File: config.mk
export PLATFORM = sky130hd
export DESIGN_NAME = lhp_port
export DESIGN_NICKNAME = d
export VERILOG_FILES = /design/src/inc/lhp_pkg.sv /design/src/rtl/lhp_port.sv
export VERILOG_INCLUDE_DIRS = /design/src /design/src/inc
export SDC_FILE = /design/constraint.sdc
export NUM_CORES = 1
export LEC_CHECK = 0
export ABC_AREA = 1
export BUFFER_PORTS_ARGS = -buffer_cell sky130_fd_sc_hd__buf_2
export CORE_MARGIN = 2
export CORE_UTILIZATION = 30
export DETAILED_ROUTE_END_ITERATION = 8
export GPL_ROUTABILITY_DRIVEN = 0
export PLACE_DENSITY = 0.5
export SLEW_MARGIN = 10
export SYNTH_ARGS = -nofsm -noshare
export SYNTH_HDL_FRONTEND = slang
export SYNTH_SLANG_ARGS = --single-unit
File: constraint.sdc
create_clock -name mclk -period 4.32 [get_ports mclk]
set_input_delay 0.648 -clock mclk [delete_from_list [all_inputs] [get_ports mclk]]
set_output_delay 0.648 -clock mclk [all_outputs]
set_load 0.02 [all_outputs]
File: src/inc/lhp_regs.svh
// Constants of the LCD host parallel port
`ifndef LHP_REGS_SVH
`define LHP_REGS_SVH

// Interface mode straps (mode bits 1..0)
`define LHP_IM_W8 2'h0
`define LHP_IM_W16 2'h1
`define LHP_IM_W9 2'h2
`define LHP_IM_W18 2'h3

// Bus width of the data lines and of commands
`define LHP_BUS_W 18
`define LHP_CMD_W 8

// Lane masks per selected width
`define LHP_MASK_W8 18'h000ff
`define LHP_MASK_W9 18'h001ff
`define LHP_MASK_W16 18'h0ffff
`define LHP_MASK_W18 18'h3ffff

// Parameter index field
`define LHP_PIDX_W 8
`define LHP_PIDX_MAX 8'hff

// Reset values
`define LHP_DOUT_RST 18'h00000
`define LHP_PIDX_RST 8'h00

// Buffer shape
`define LHP_FIFO_DEPTH 32

`endif

File: src/inc/lhp_pkg.sv
// Types of the LCD host parallel port
`default_nettype none
package lhp_pkg;

  typedef enum logic [4:0] {
    LHP_SERIAL = 5'b00001,
    LHP_PAR8 = 5'b00010,
    LHP_PAR16 = 5'b00100,
    LHP_PAR9 = 5'b01000,
    LHP_PAR18 = 5'b10000
  } lhp_mode_e;

  typedef struct packed {
    logic straps_taken;
    logic style_6800;
    lhp_mode_e mode;
    logic wr_prev;
    logic en_prev;
    logic rd_prev;
    logic [7:0] pidx;
    logic [17:0] dout;
    logic oe;
    logic read_req;
    logic read_dc;
    logic overflow;
  } lhp_state_s;

endpackage : lhp_pkg
`default_nettype wire

File: src/rtl/lhp_port.sv
// Host parallel port of the LCD driver with its write buffer
`timescale 1ns/1ps
`default_nettype none
`include "lhp_regs.svh"

////////////////////////////////////////////////////////////////////////
module lhp_fifo #(
  parameter int WIDTH = 27,
  parameter int DEPTH = `LHP_FIFO_DEPTH
) (
  input wire logic mclk, // System clock
  input wire logic resetn, // Async reset, active low
  input wire logic flush, // Synchronous clear
  input wire logic in_valid, // Word offered
  output logic in_ready, // Room for a word
  input wire logic [WIDTH-1:0] in_data, // Word in
  output logic out_valid, // Word available
  input wire logic out_ready, // Consumer takes word
  output logic [WIDTH-1:0] out_data // Word out
);
  localparam int AW = $clog2(DEPTH);

  typedef struct packed {
    logic [AW-1:0] wptr;
    logic [AW-1:0] rptr;
    logic [AW:0] count;
  } lhp_fifo_s;

  lhp_fifo_s s_q;
  lhp_fifo_s s_d;
  logic [WIDTH-1:0] mem [DEPTH];
  logic push;
  logic pop;

  assign in_ready = (s_q.count != DEPTH[AW:0]);
  assign out_valid = (s_q.count != '0);
  assign out_data = mem[s_q.rptr];
  assign push = in_valid && in_ready;
  assign pop = out_valid && out_ready;

  always_comb
  begin
    s_d = s_q;
    if (push)
    begin
      s_d.wptr = s_q.wptr + 1'b1;
    end
    if (pop)
    begin
      s_d.rptr = s_q.rptr + 1'b1;
    end
    s_d.count = s_q.count + {{AW{1'b0}}, push} - {{AW{1'b0}}, pop};
    if (flush)
    begin
      s_d = '0;
    end
  end

  always_ff @(posedge mclk or negedge resetn)
  begin
    if (!resetn)
    begin
      s_q <= '0;
    end
    else
    begin
      s_q <= s_d;
    end
  end

  // Storage has no reset; only valid words are ever read
  always_ff @(posedge mclk)
  begin
    if (push)
    begin
      mem[s_q.wptr] <= in_data;
    end
  end

  chk_fifo_count_bound : assert property (@(posedge mclk) disable iff (!resetn)
    s_q.count <= DEPTH[AW:0])
    else $error("fifo count beyond depth");

endmodule : lhp_fifo

////////////////////////////////////////////////////////////////////////
module lhp_port
  import lhp_pkg::*;
(
  input wire logic mclk, // System clock, 100 MHz
  input wire logic resetn, // Async reset, active low
  input wire logic hw_reset_n, // External hardware reset, active low
  input wire logic bus_style_strap, // 0: 8080, 1: 6800
  input wire logic if_mode_bit2, // 0: serial interface
  input wire logic if_mode_bit1, // Width select high bit
  input wire logic if_mode_bit0, // Width select low bit
  input wire logic chip_select_n, // Chip select, active low
  input wire logic write_strobe_n, // 8080 write; 6800 direction_flag
  input wire logic read_strobe_n, // 8080 read; 6800 enable
  input wire logic cmd_data_flag, // 0 command, 1 data/parameter
  input wire logic [17:0] data_in, // Data lines, input side
  output logic [17:0] data_out, // Data lines, output side
  output logic data_oe, // High while driving data lines
  output logic serial_sel, // Serial interface selected
  output logic style_6800, // 6800 style in use
  output logic [4:0] bus_mode, // One-hot interface mode
  output logic wr_ready, // Buffer has room
  output logic overflow, // Sticky: write lost to full buffer
  output logic word_valid, // Buffered word available
  input wire logic word_ready, // Consumer takes the word
  output logic word_is_data, // Word is data or parameter
  output logic [7:0] word_pidx, // Parameter index of the word
  output logic [17:0] word_data, // Word value
  output logic read_req, // Pulse: read access started
  output logic read_dc, // Flag value of that read
  input wire logic read_ram, // User: read returns display data
  input wire logic [17:0] read_data // User read answer, same cycle
);
  localparam int FW = 1 + `LHP_PIDX_W + `LHP_BUS_W;

  lhp_state_s s_q;
  lhp_state_s s_d;
  logic direction_flag;
  logic enable_strobe;
  logic parallel;
  logic selected;
  logic rd_active;
  logic rd_start;
  logic wr_take;
  logic [17:0] mask;
  logic [17:0] wr_word;
  logic [FW-1:0] fifo_in;
  logic [FW-1:0] fifo_out;
  logic in_ready_w;

  // In 6800 style the two strobe pins change meaning
  assign direction_flag = write_strobe_n;
  assign enable_strobe = read_strobe_n;

  // Parallel port live only when selected
  assign parallel = s_q.straps_taken && (s_q.mode != LHP_SERIAL);
  assign selected = parallel && !chip_select_n;

  function automatic logic [17:0] width_mask(input lhp_mode_e m);
    case (m)
      LHP_PAR8: width_mask = `LHP_MASK_W8;
      LHP_PAR9: width_mask = `LHP_MASK_W9;
      LHP_PAR16: width_mask = `LHP_MASK_W16;
      LHP_PAR18: width_mask = `LHP_MASK_W18;
      default: width_mask = `LHP_MASK_W8;
    endcase
  endfunction : width_mask

  assign mask = width_mask(s_q.mode);

  ////////////////////////////////////////////////////////////////////
  // Access detection. Edges come from the previous sample only, so a
  // stopped strobe simply produces no event.
  // 8080 read spans the low phase of the read strobe
  // 6800 read spans enable high with direction one
  assign rd_active = s_q.style_6800 ?
    (selected && enable_strobe && direction_flag) :
    (selected && !read_strobe_n && write_strobe_n);
  assign rd_start = rd_active && !s_q.rd_prev;

  // 8080 write taken on write strobe rise
  // 6800 write taken on enable fall, direction zero
  // Edges only counted while selected; no strobe timing assumed
  always_comb
  begin
    if (s_q.style_6800)
    begin
      wr_take = selected && s_q.en_prev && !enable_strobe &&
        !direction_flag;
    end
    else
    begin
      wr_take = selected && !s_q.wr_prev && write_strobe_n &&
        read_strobe_n;
    end
  end

  // Commands on the low byte only
  // Data and parameters masked to selected width
  assign wr_word = cmd_data_flag ? (data_in & mask) :
    {10'h000, data_in[`LHP_CMD_W-1:0]};

  ////////////////////////////////////////////////////////////////////
  always_comb
  begin
    s_d = s_q;
    s_d.read_req = 1'b0;
    s_d.wr_prev = write_strobe_n;
    s_d.en_prev = enable_strobe;
    s_d.rd_prev = rd_active;
    // Straps caught once after reset release
    if (!s_q.straps_taken)
    begin
      s_d.straps_taken = 1'b1;
      s_d.style_6800 = bus_style_strap;
      if (!if_mode_bit2)
      begin
        s_d.mode = LHP_SERIAL;
      end
      else
      begin
        case ({if_mode_bit1, if_mode_bit0})
          `LHP_IM_W8: s_d.mode = LHP_PAR8;
          `LHP_IM_W16: s_d.mode = LHP_PAR16;
          `LHP_IM_W9: s_d.mode = LHP_PAR9;
          `LHP_IM_W18: s_d.mode = LHP_PAR18;
          default: s_d.mode = LHP_PAR8;
        endcase
      end
    end
    // Command restarts index; parameters kept downstream
    if (wr_take && in_ready_w)
    begin
      if (!cmd_data_flag)
      begin
        s_d.pidx = `LHP_PIDX_RST;
      end
      else if (s_q.pidx != `LHP_PIDX_MAX)
      begin
        s_d.pidx = s_q.pidx + 8'h01;
      end
    end
    // Full buffer: the word is lost and flagged, host cannot wait
    if (wr_take && !in_ready_w)
    begin
      s_d.overflow = 1'b1;
    end
    // Status reads eight bits, display data masked to selected width
    if (rd_start)
    begin
      s_d.read_req = 1'b1;
      s_d.read_dc = cmd_data_flag;
      s_d.dout = read_ram ? (read_data & mask) :
        {10'h000, read_data[`LHP_CMD_W-1:0]};
    end
    // Drive only inside an active read
    s_d.oe = rd_active;
    // Hardware reset clears port and recaptures straps
    if (!hw_reset_n)
    begin
      s_d = '0;
      s_d.mode = LHP_SERIAL;
      s_d.wr_prev = 1'b1;
    end
  end

  always_ff @(posedge mclk or negedge resetn)
  begin
    if (!resetn)
    begin
      s_q <= '0;
      s_q.mode <= LHP_SERIAL;
      s_q.wr_prev <= 1'b1;
      s_q.dout <= `LHP_DOUT_RST;
      s_q.pidx <= `LHP_PIDX_RST;
    end
    else
    begin
      s_q <= s_d;
    end
  end

  ////////////////////////////////////////////////////////////////////
  assign fifo_in = {cmd_data_flag, s_q.pidx, wr_word};

  lhp_fifo #(
    .WIDTH(FW),
    .DEPTH(`LHP_FIFO_DEPTH)
  ) u_fifo (
    .mclk(mclk),
    .resetn(resetn),
    .flush(!hw_reset_n),
    .in_valid(wr_take),
    .in_ready(in_ready_w),
    .in_data(fifo_in),
    .out_valid(word_valid),
    .out_ready(word_ready),
    .out_data(fifo_out)
  );

  assign word_is_data = fifo_out[FW-1];
  assign word_pidx = fifo_out[FW-2 -: `LHP_PIDX_W];
  assign word_data = fifo_out[`LHP_BUS_W-1:0];
  assign wr_ready = in_ready_w;
  assign data_out = s_q.dout;
  assign data_oe = s_q.oe;
  assign serial_sel = (s_q.mode == LHP_SERIAL);
  assign style_6800 = s_q.style_6800;
  assign bus_mode = s_q.mode;
  assign overflow = s_q.overflow;
  assign read_req = s_q.read_req;
  assign read_dc = s_q.read_dc;

  ////////////////////////////////////////////////////////////////////
  chk_serial_no_drive : assert property (@(posedge mclk)
    disable iff (!resetn) serial_sel |-> !data_oe)
    else $error("data driven in serial mode");
  chk_cmd_low_byte : assert property (@(posedge mclk)
    disable iff (!resetn)
    (word_valid && !word_is_data) |-> (word_data[17:8] == 10'h000))
    else $error("command wider than eight bits");
  chk_desel_no_write : assert property (@(posedge mclk)
    disable iff (!resetn) (chip_select_n && !word_valid) |=> !word_valid)
    else $error("write taken while deselected");
  chk_oe_follows_read : assert property (@(posedge mclk)
    disable iff (!resetn) (rd_active && hw_reset_n) |=> data_oe)
    else $error("read active without drive");
  chk_oe_off_desel : assert property (@(posedge mclk)
    disable iff (!resetn) ($past(chip_select_n) && hw_reset_n) |-> !data_oe)
    else $error("drive while deselected");
  chk_8080_write_rise : assert property (@(posedge mclk)
    disable iff (!resetn) (wr_take && !s_q.style_6800) |->
      (!$past(write_strobe_n) && write_strobe_n))
    else $error("8080 write not on rising strobe");
  chk_6800_write_fall : assert property (@(posedge mclk)
    disable iff (!resetn) (wr_take && s_q.style_6800) |->
      ($past(enable_strobe) && !enable_strobe && !direction_flag))
    else $error("6800 write not on falling enable");
  chk_read_width : assert property (@(posedge mclk)
    disable iff (!resetn)
    (rd_start && hw_reset_n && !read_ram) |=> (data_out[17:8] == 10'h000))
    else $error("status read wider than eight bits");
  chk_cmd_clears_pidx : assert property (@(posedge mclk)
    disable iff (!resetn)
    (wr_take && in_ready_w && !cmd_data_flag && hw_reset_n) |=>
      (s_q.pidx == `LHP_PIDX_RST))
    else $error("command did not restart index");
  chk_pidx_held_desel : assert property (@(posedge mclk)
    disable iff (!resetn) (chip_select_n && hw_reset_n) |=> $stable(s_q.pidx))
    else $error("index moved during pause");
  chk_hw_reset_clears : assert property (@(posedge mclk)
    disable iff (!resetn)
    !hw_reset_n |=> (!data_oe && !word_valid && !overflow))
    else $error("hardware reset did not clear port");

endmodule : lhp_port
`default_nettype wire

Word-level counts from Yosys, hierarchy flattened. Memory sizes are Yosys's and may differ from the RTL's. Index checks and enable logic that the tools add are counted.

Bits in registers: 56. Memory bits (writable): 864. Output and inout bits: 58. Logic and storage cells: 84. Memories: 1.

Memories: u_fifo.mem (depth 32, bits a word 27, read ports 1, clocked after memory_dff 0, write ports 1, RTL line lhp_port.sv:31) `logic [WIDTH-1:0] mem [DEPTH];`.

$add $sub $neg: 5. Eq/ne operators: 16. Multiplexer cells: 20. Bitwise gates (word level): 2. Reductions and logical operators: 25.

Operator list (count): $mux W18 (3); $pmux W18 S3 (1); $mux W40 (1); $and A18 B18 Y18 (2); $mux W8 (3); $pmux W5 S4 (1); $logic_and A1 B1 Y1 (16); $mux W16 (1); $mux W5 (3); $add A5 B1 Y5 const B (2); $add A8 B1 Y8 const B (1); $ne A2 B1 Y1 const B (4); $ne A8 B8 Y1 const B (1); $add A6 B1 Y6 (1); $logic_not A1 Y1 (6); $mux W6 (1); $ne A6 B6 Y1 const B (1); $reduce_bool A6 Y1 (1); $sub A6 B1 Y6 (1); $eq A5 B1 Y1 const B (1); $eq A5 B3 Y1 const B (1); $eq A5 B4 Y1 const B (1); $eq A5 B5 Y1 const B (1); $mux W1 (5); 8 further kinds (9).

Longest topological paths before layout.
Depth after elaboration: 11. Mapped depth: 14. Gate-level depth less buffers: 14.

Hierarchy. From an unflattened synthesis, not the netlist that was laid out.

Cells, all modules: 3784. Area total of the unflattened synthesis: 39623.0 µm².

Modules (own cells, without submodules): lhp_fifo (times used 1, cells each 3480, area an instance 37352.1 µm², seq. area each 26345.3 µm²); lhp_port (times used 1, cells each 304, area an instance 2270.9 µm², seq. area each 978.4 µm²).

Worst setup path before layout. No wires, ideal clock.

Kind: input to register. Start: in read_strobe_n. End: mem u_fifo.mem[31][0], enable pin. Data arrival time: 2.896 ns. Data required time: 3.875 ns. Path slack: 0.980 ns. Stages: 5. Buffers on the path: 0. Path through: nor2_1 > nand2_1 > nand2_1 > nand4_1 > nor3_1.

Word-level cells in the longest chain between the ends: 7. Elaborated cells on any way between the ends: 8. Classes of those cells: mux (3); reduce/logical (5).

Ends and longest elaborated chain: start, declared (RTL line lhp_port.sv:99) `input wire logic read_strobe_n,`; $logic_not A1 Y1 (RTL line lhp_port.sv:173) `wr_take = selected && s_q.en_prev && !enable_strobe &&`; $logic_and A1 B1 Y1 (2 in a row) (RTL line lhp_port.sv:173); $mux W1 * (RTL line lhp_port.sv:171) `if (s_q.style_6800)`; $logic_and A1 B1 Y1 * (RTL line lhp_port.sv:38) `assign push = in_valid && in_ready;`; $mux W1 * (RTL line lhp_port.sv:74) `if (push)`; $mux W1 (implied by the code) * (RTL line lhp_port.sv:76) `mem[s_q.wptr] <= in_data;`; end, declared (RTL line lhp_port.sv:31).

Every way passes the cells marked *; elsewhere a longest branch is shown, timed or not.

Worst setup path after layout.
Start: reg u_fifo.s_q[6] (netlist name). End: out word_data[7].

Word-level cells in the longest chain between the ends: 1.

Ends and longest elaborated chain: start, declared (RTL line lhp_port.sv:29) `lhp_fifo_s s_q;`; start signal, assigned (RTL line lhp_port.sv:63) `s_q <= '0;`; start signal, assigned (RTL line lhp_port.sv:67) `s_q <= s_d;`; $mem_v2 Z32 W27; end, declared (RTL line lhp_port.sv:113) `output logic [17:0] word_data,`.

Every way passes these cells.

==> flow_summary.ini <==
[outcome]
outcome = completed

[detailed_routing]
via_count = 25992
drc = 0
via_per_inst = 4.70
antenna_left = 0
topRoutingLayerUsed = met4
routed-wl-met3_um = 6670
wl_met1_um = 53500
first_pass_iters = 7
drt-initial-drc-count = 2547
routed_wl_um = 115000
met2_wirelength_um = 52400
wl_per_cell_um = 20.8

[logic_synthesis]
synth_compound_gate_area_share = 0.0254
synthCells = 3616
syn_nets = 3681
ys_warn_count = 0
synth-edff-count = 864
synth.distinct_cells = 31
postSynth.asyncResetShare = 0.0598
synth_top_flop_cell = edfxtp_1
synth_top_family_by_area = simple AND/OR/NAND/NOR gates
yosys.area_share.simple = 0.210
yosysSeqAreaShare = 0.704
syn_avg_cell_area_um2 = 10.7
ys_seq_elements = 919
synthAdderAreaFrac = 0.00535
synth-xor-area-share = 0.000677
synth_area_um2 = 38800
synthMuxAreaShare = 0

[clock_tree]
cts_tree = done
cts_inserted_buffers = 99
clock_path_buffers = 3
htreeDepth = 3
clk_latency_ps = 690
ctsRootBufferMaster = clkbuf_16
cts.clk_slew.worst_paths_ps = 60
clkSinkCount = 919

[setup_path]
worst-path-max-fanout = 117
cp_common_cell = nand2_1
cpMaxStageDelayCell = dfrtp_4
crit_arrival_ps = 3460
crit_path_cell_trace = clkinv_8 -> buf_12 -> nand2_1 -> nand3_1 -> nand3_1 -> nand2_1 -> nor2_1 -> nand2_1 -> nand2_1 -> inv_1 -> buf_2
crit-reg2reg-launch = u_fifo.s_q[2]$_DFF_PN0_
critPathLaunch = u_fifo.s_q[6]$_DFFE_PN0P_
start_kind = flip-flop
critPathMaxStageDelay_ps = 520
timing_worst_setup_path_type = reg2out
path_delay_family = simple AND/OR/NAND/NOR gates
worstSetupEndpointType = primary output
critPathBufInv = 4
required_ps = 3670

[placement]
portBuffers = 106
placed_area_um2 = 41600
dp.final_hpwl_um = 66700

[min_path]
hp-class = in2async

[sta]
finalHoldWorstSlack_ps = 109
max_slew_margin = 0.320
rsz0062_at_grt = no
fin_crit_sh = 0.950
worst_pin_slew_ps = 1020
hold_viol = 0
slew_viol_final = 0
clock.fmax_ghz = 0.244
period_minus_slack_ps = 4100
fin_tns_setup_ps = 0
fin_skew_ps = 50.7
setup_viol = 0

[global_route]
grt_max_degree = 169
antenna_found_initial = 1
grt_pass1_vias = 25029
grt.overflow.total = 0
grt_pass1_wl_um = 170000
grt_usage = 0.173

[die]
dieHeight_um = 364
die_w_um = 364
dieArea_um2 = 132000
io-pin-count = 107
coreArea_um2 = 128000
start_util = 0.303
rows = 131

[final_layout]
fin_area_um2 = 44800
n_antenna_cell = 0
area_delta_synth_final_pct = 15.5
mostFrequentLayoutCells = nand2_1, edfxtp_1, nand3_1, nor2_1, inv_1
fin_nets = 3780
drive_above_1_share = 0.109
final_common_cell = nand2_1
finish.utilization = 0.350

[power]
vdd_drop_max_mv = 0.403
p_per_area_nw_per_um2 = 487
p_leak_uw = 0.0174

[job]
drv_cap = 0
-- area by class of cell --
type,instances,area (µm²)
clock buffer,120,2590
clock inverter,66,609
fill,12733,83200
inverter,274,1050
multi-input combinational,2210,9630
sequential,919,27300
tap,1729,2160
timing repair buffer,211,1460
-- report_power, final --
| part | internal (µW) | switching, µW |
|---|---|---|
| clock | 4820 | 3600 |
| sequential | 9700 | 36.3 |
| combinational | 1020 | 2660 |
| total | 15500 | 6300 |
-- metrics by stage --
step | std cells | total power, µW | worst slack, ps
after floorplan | 3616 | 12400 | 980
after global placement | 5343 | 13600 | 932
after detailed placement | 5343 | 13600 | 945
after CTS | 5529 | 22000 | 203
after global routing | 5529 | 22800 | 32.8
final | 5529 | 21800 | 217
-- state kept, by name, summed over array words and instances, names as in the netlist --
name and cells:
u_fifo.s_q 16, read_dc 1, style_6800 1, fifo_in 8, s_q 3, overflow 1
read_req 1, bus_mode 5, u_fifo.mem 864, data_out 18, data_oe 1
-- logic make-up after synthesis --
family	count (synthesis)
XOR/XNOR	3
AO/OA/AOI/OAI	193
AND/OR/NAND/NOR	1998
buffers and inverters	487
adder cells (fa/ha/maj)	16
flip-flops	919
-- cells in the mapped netlist, drive strengths merged (6+ instances only) --
cell type / instances / share of area
inv: 271 / 0.026
nor3b: 6 / 0.0012
buf: 152 / 0.022
clkbuf: 61 / 0.0059
nand2: 1105 / 0.11
nor2: 403 / 0.039
nand4: 7 / 0.0011
dfrtp: 53 / 0.034
ha: 15 / 0.0048
o21ai: 126 / 0.016
edfxtp: 864 / 0.67
a21oi: 60 / 0.0077
nand3: 473 / 0.061
-- what timing repair did --
item	4_1_cts	5_1_grt
setup buffers	0	0
gates resized for setup	0	1
endpoints found under the setup margin	0	1
hold buffers	0	0
-- path summary, 6_finish.rpt --
check	to	slack (ps)	depth (start not counted)
min in group mclk	data_out[7]$_DFFE_PN0P_	160	3
setup / recovery	word_data[7]	220	11
max in group asynchronous	u_fifo.s_q[6]$_DFFE_PN0P_	3300	2
hold / removal	data_out[4]$_DFFE_PN0P_	110	1
setup reg to reg	u_fifo.mem[16][23]$_DFFE_PP_	1340	8
hold reg to reg	overflow$_DFFE_PN0P_	500	1
-- metal layers --
layer,GRT usage,vias up
li1,-,12293
met1,0.253,12815
met2,0.270,760
met3,0.0239,124
met4,0.0433,0
met5,0,-
Note: power is estimated with default switching activity, not from simulation.
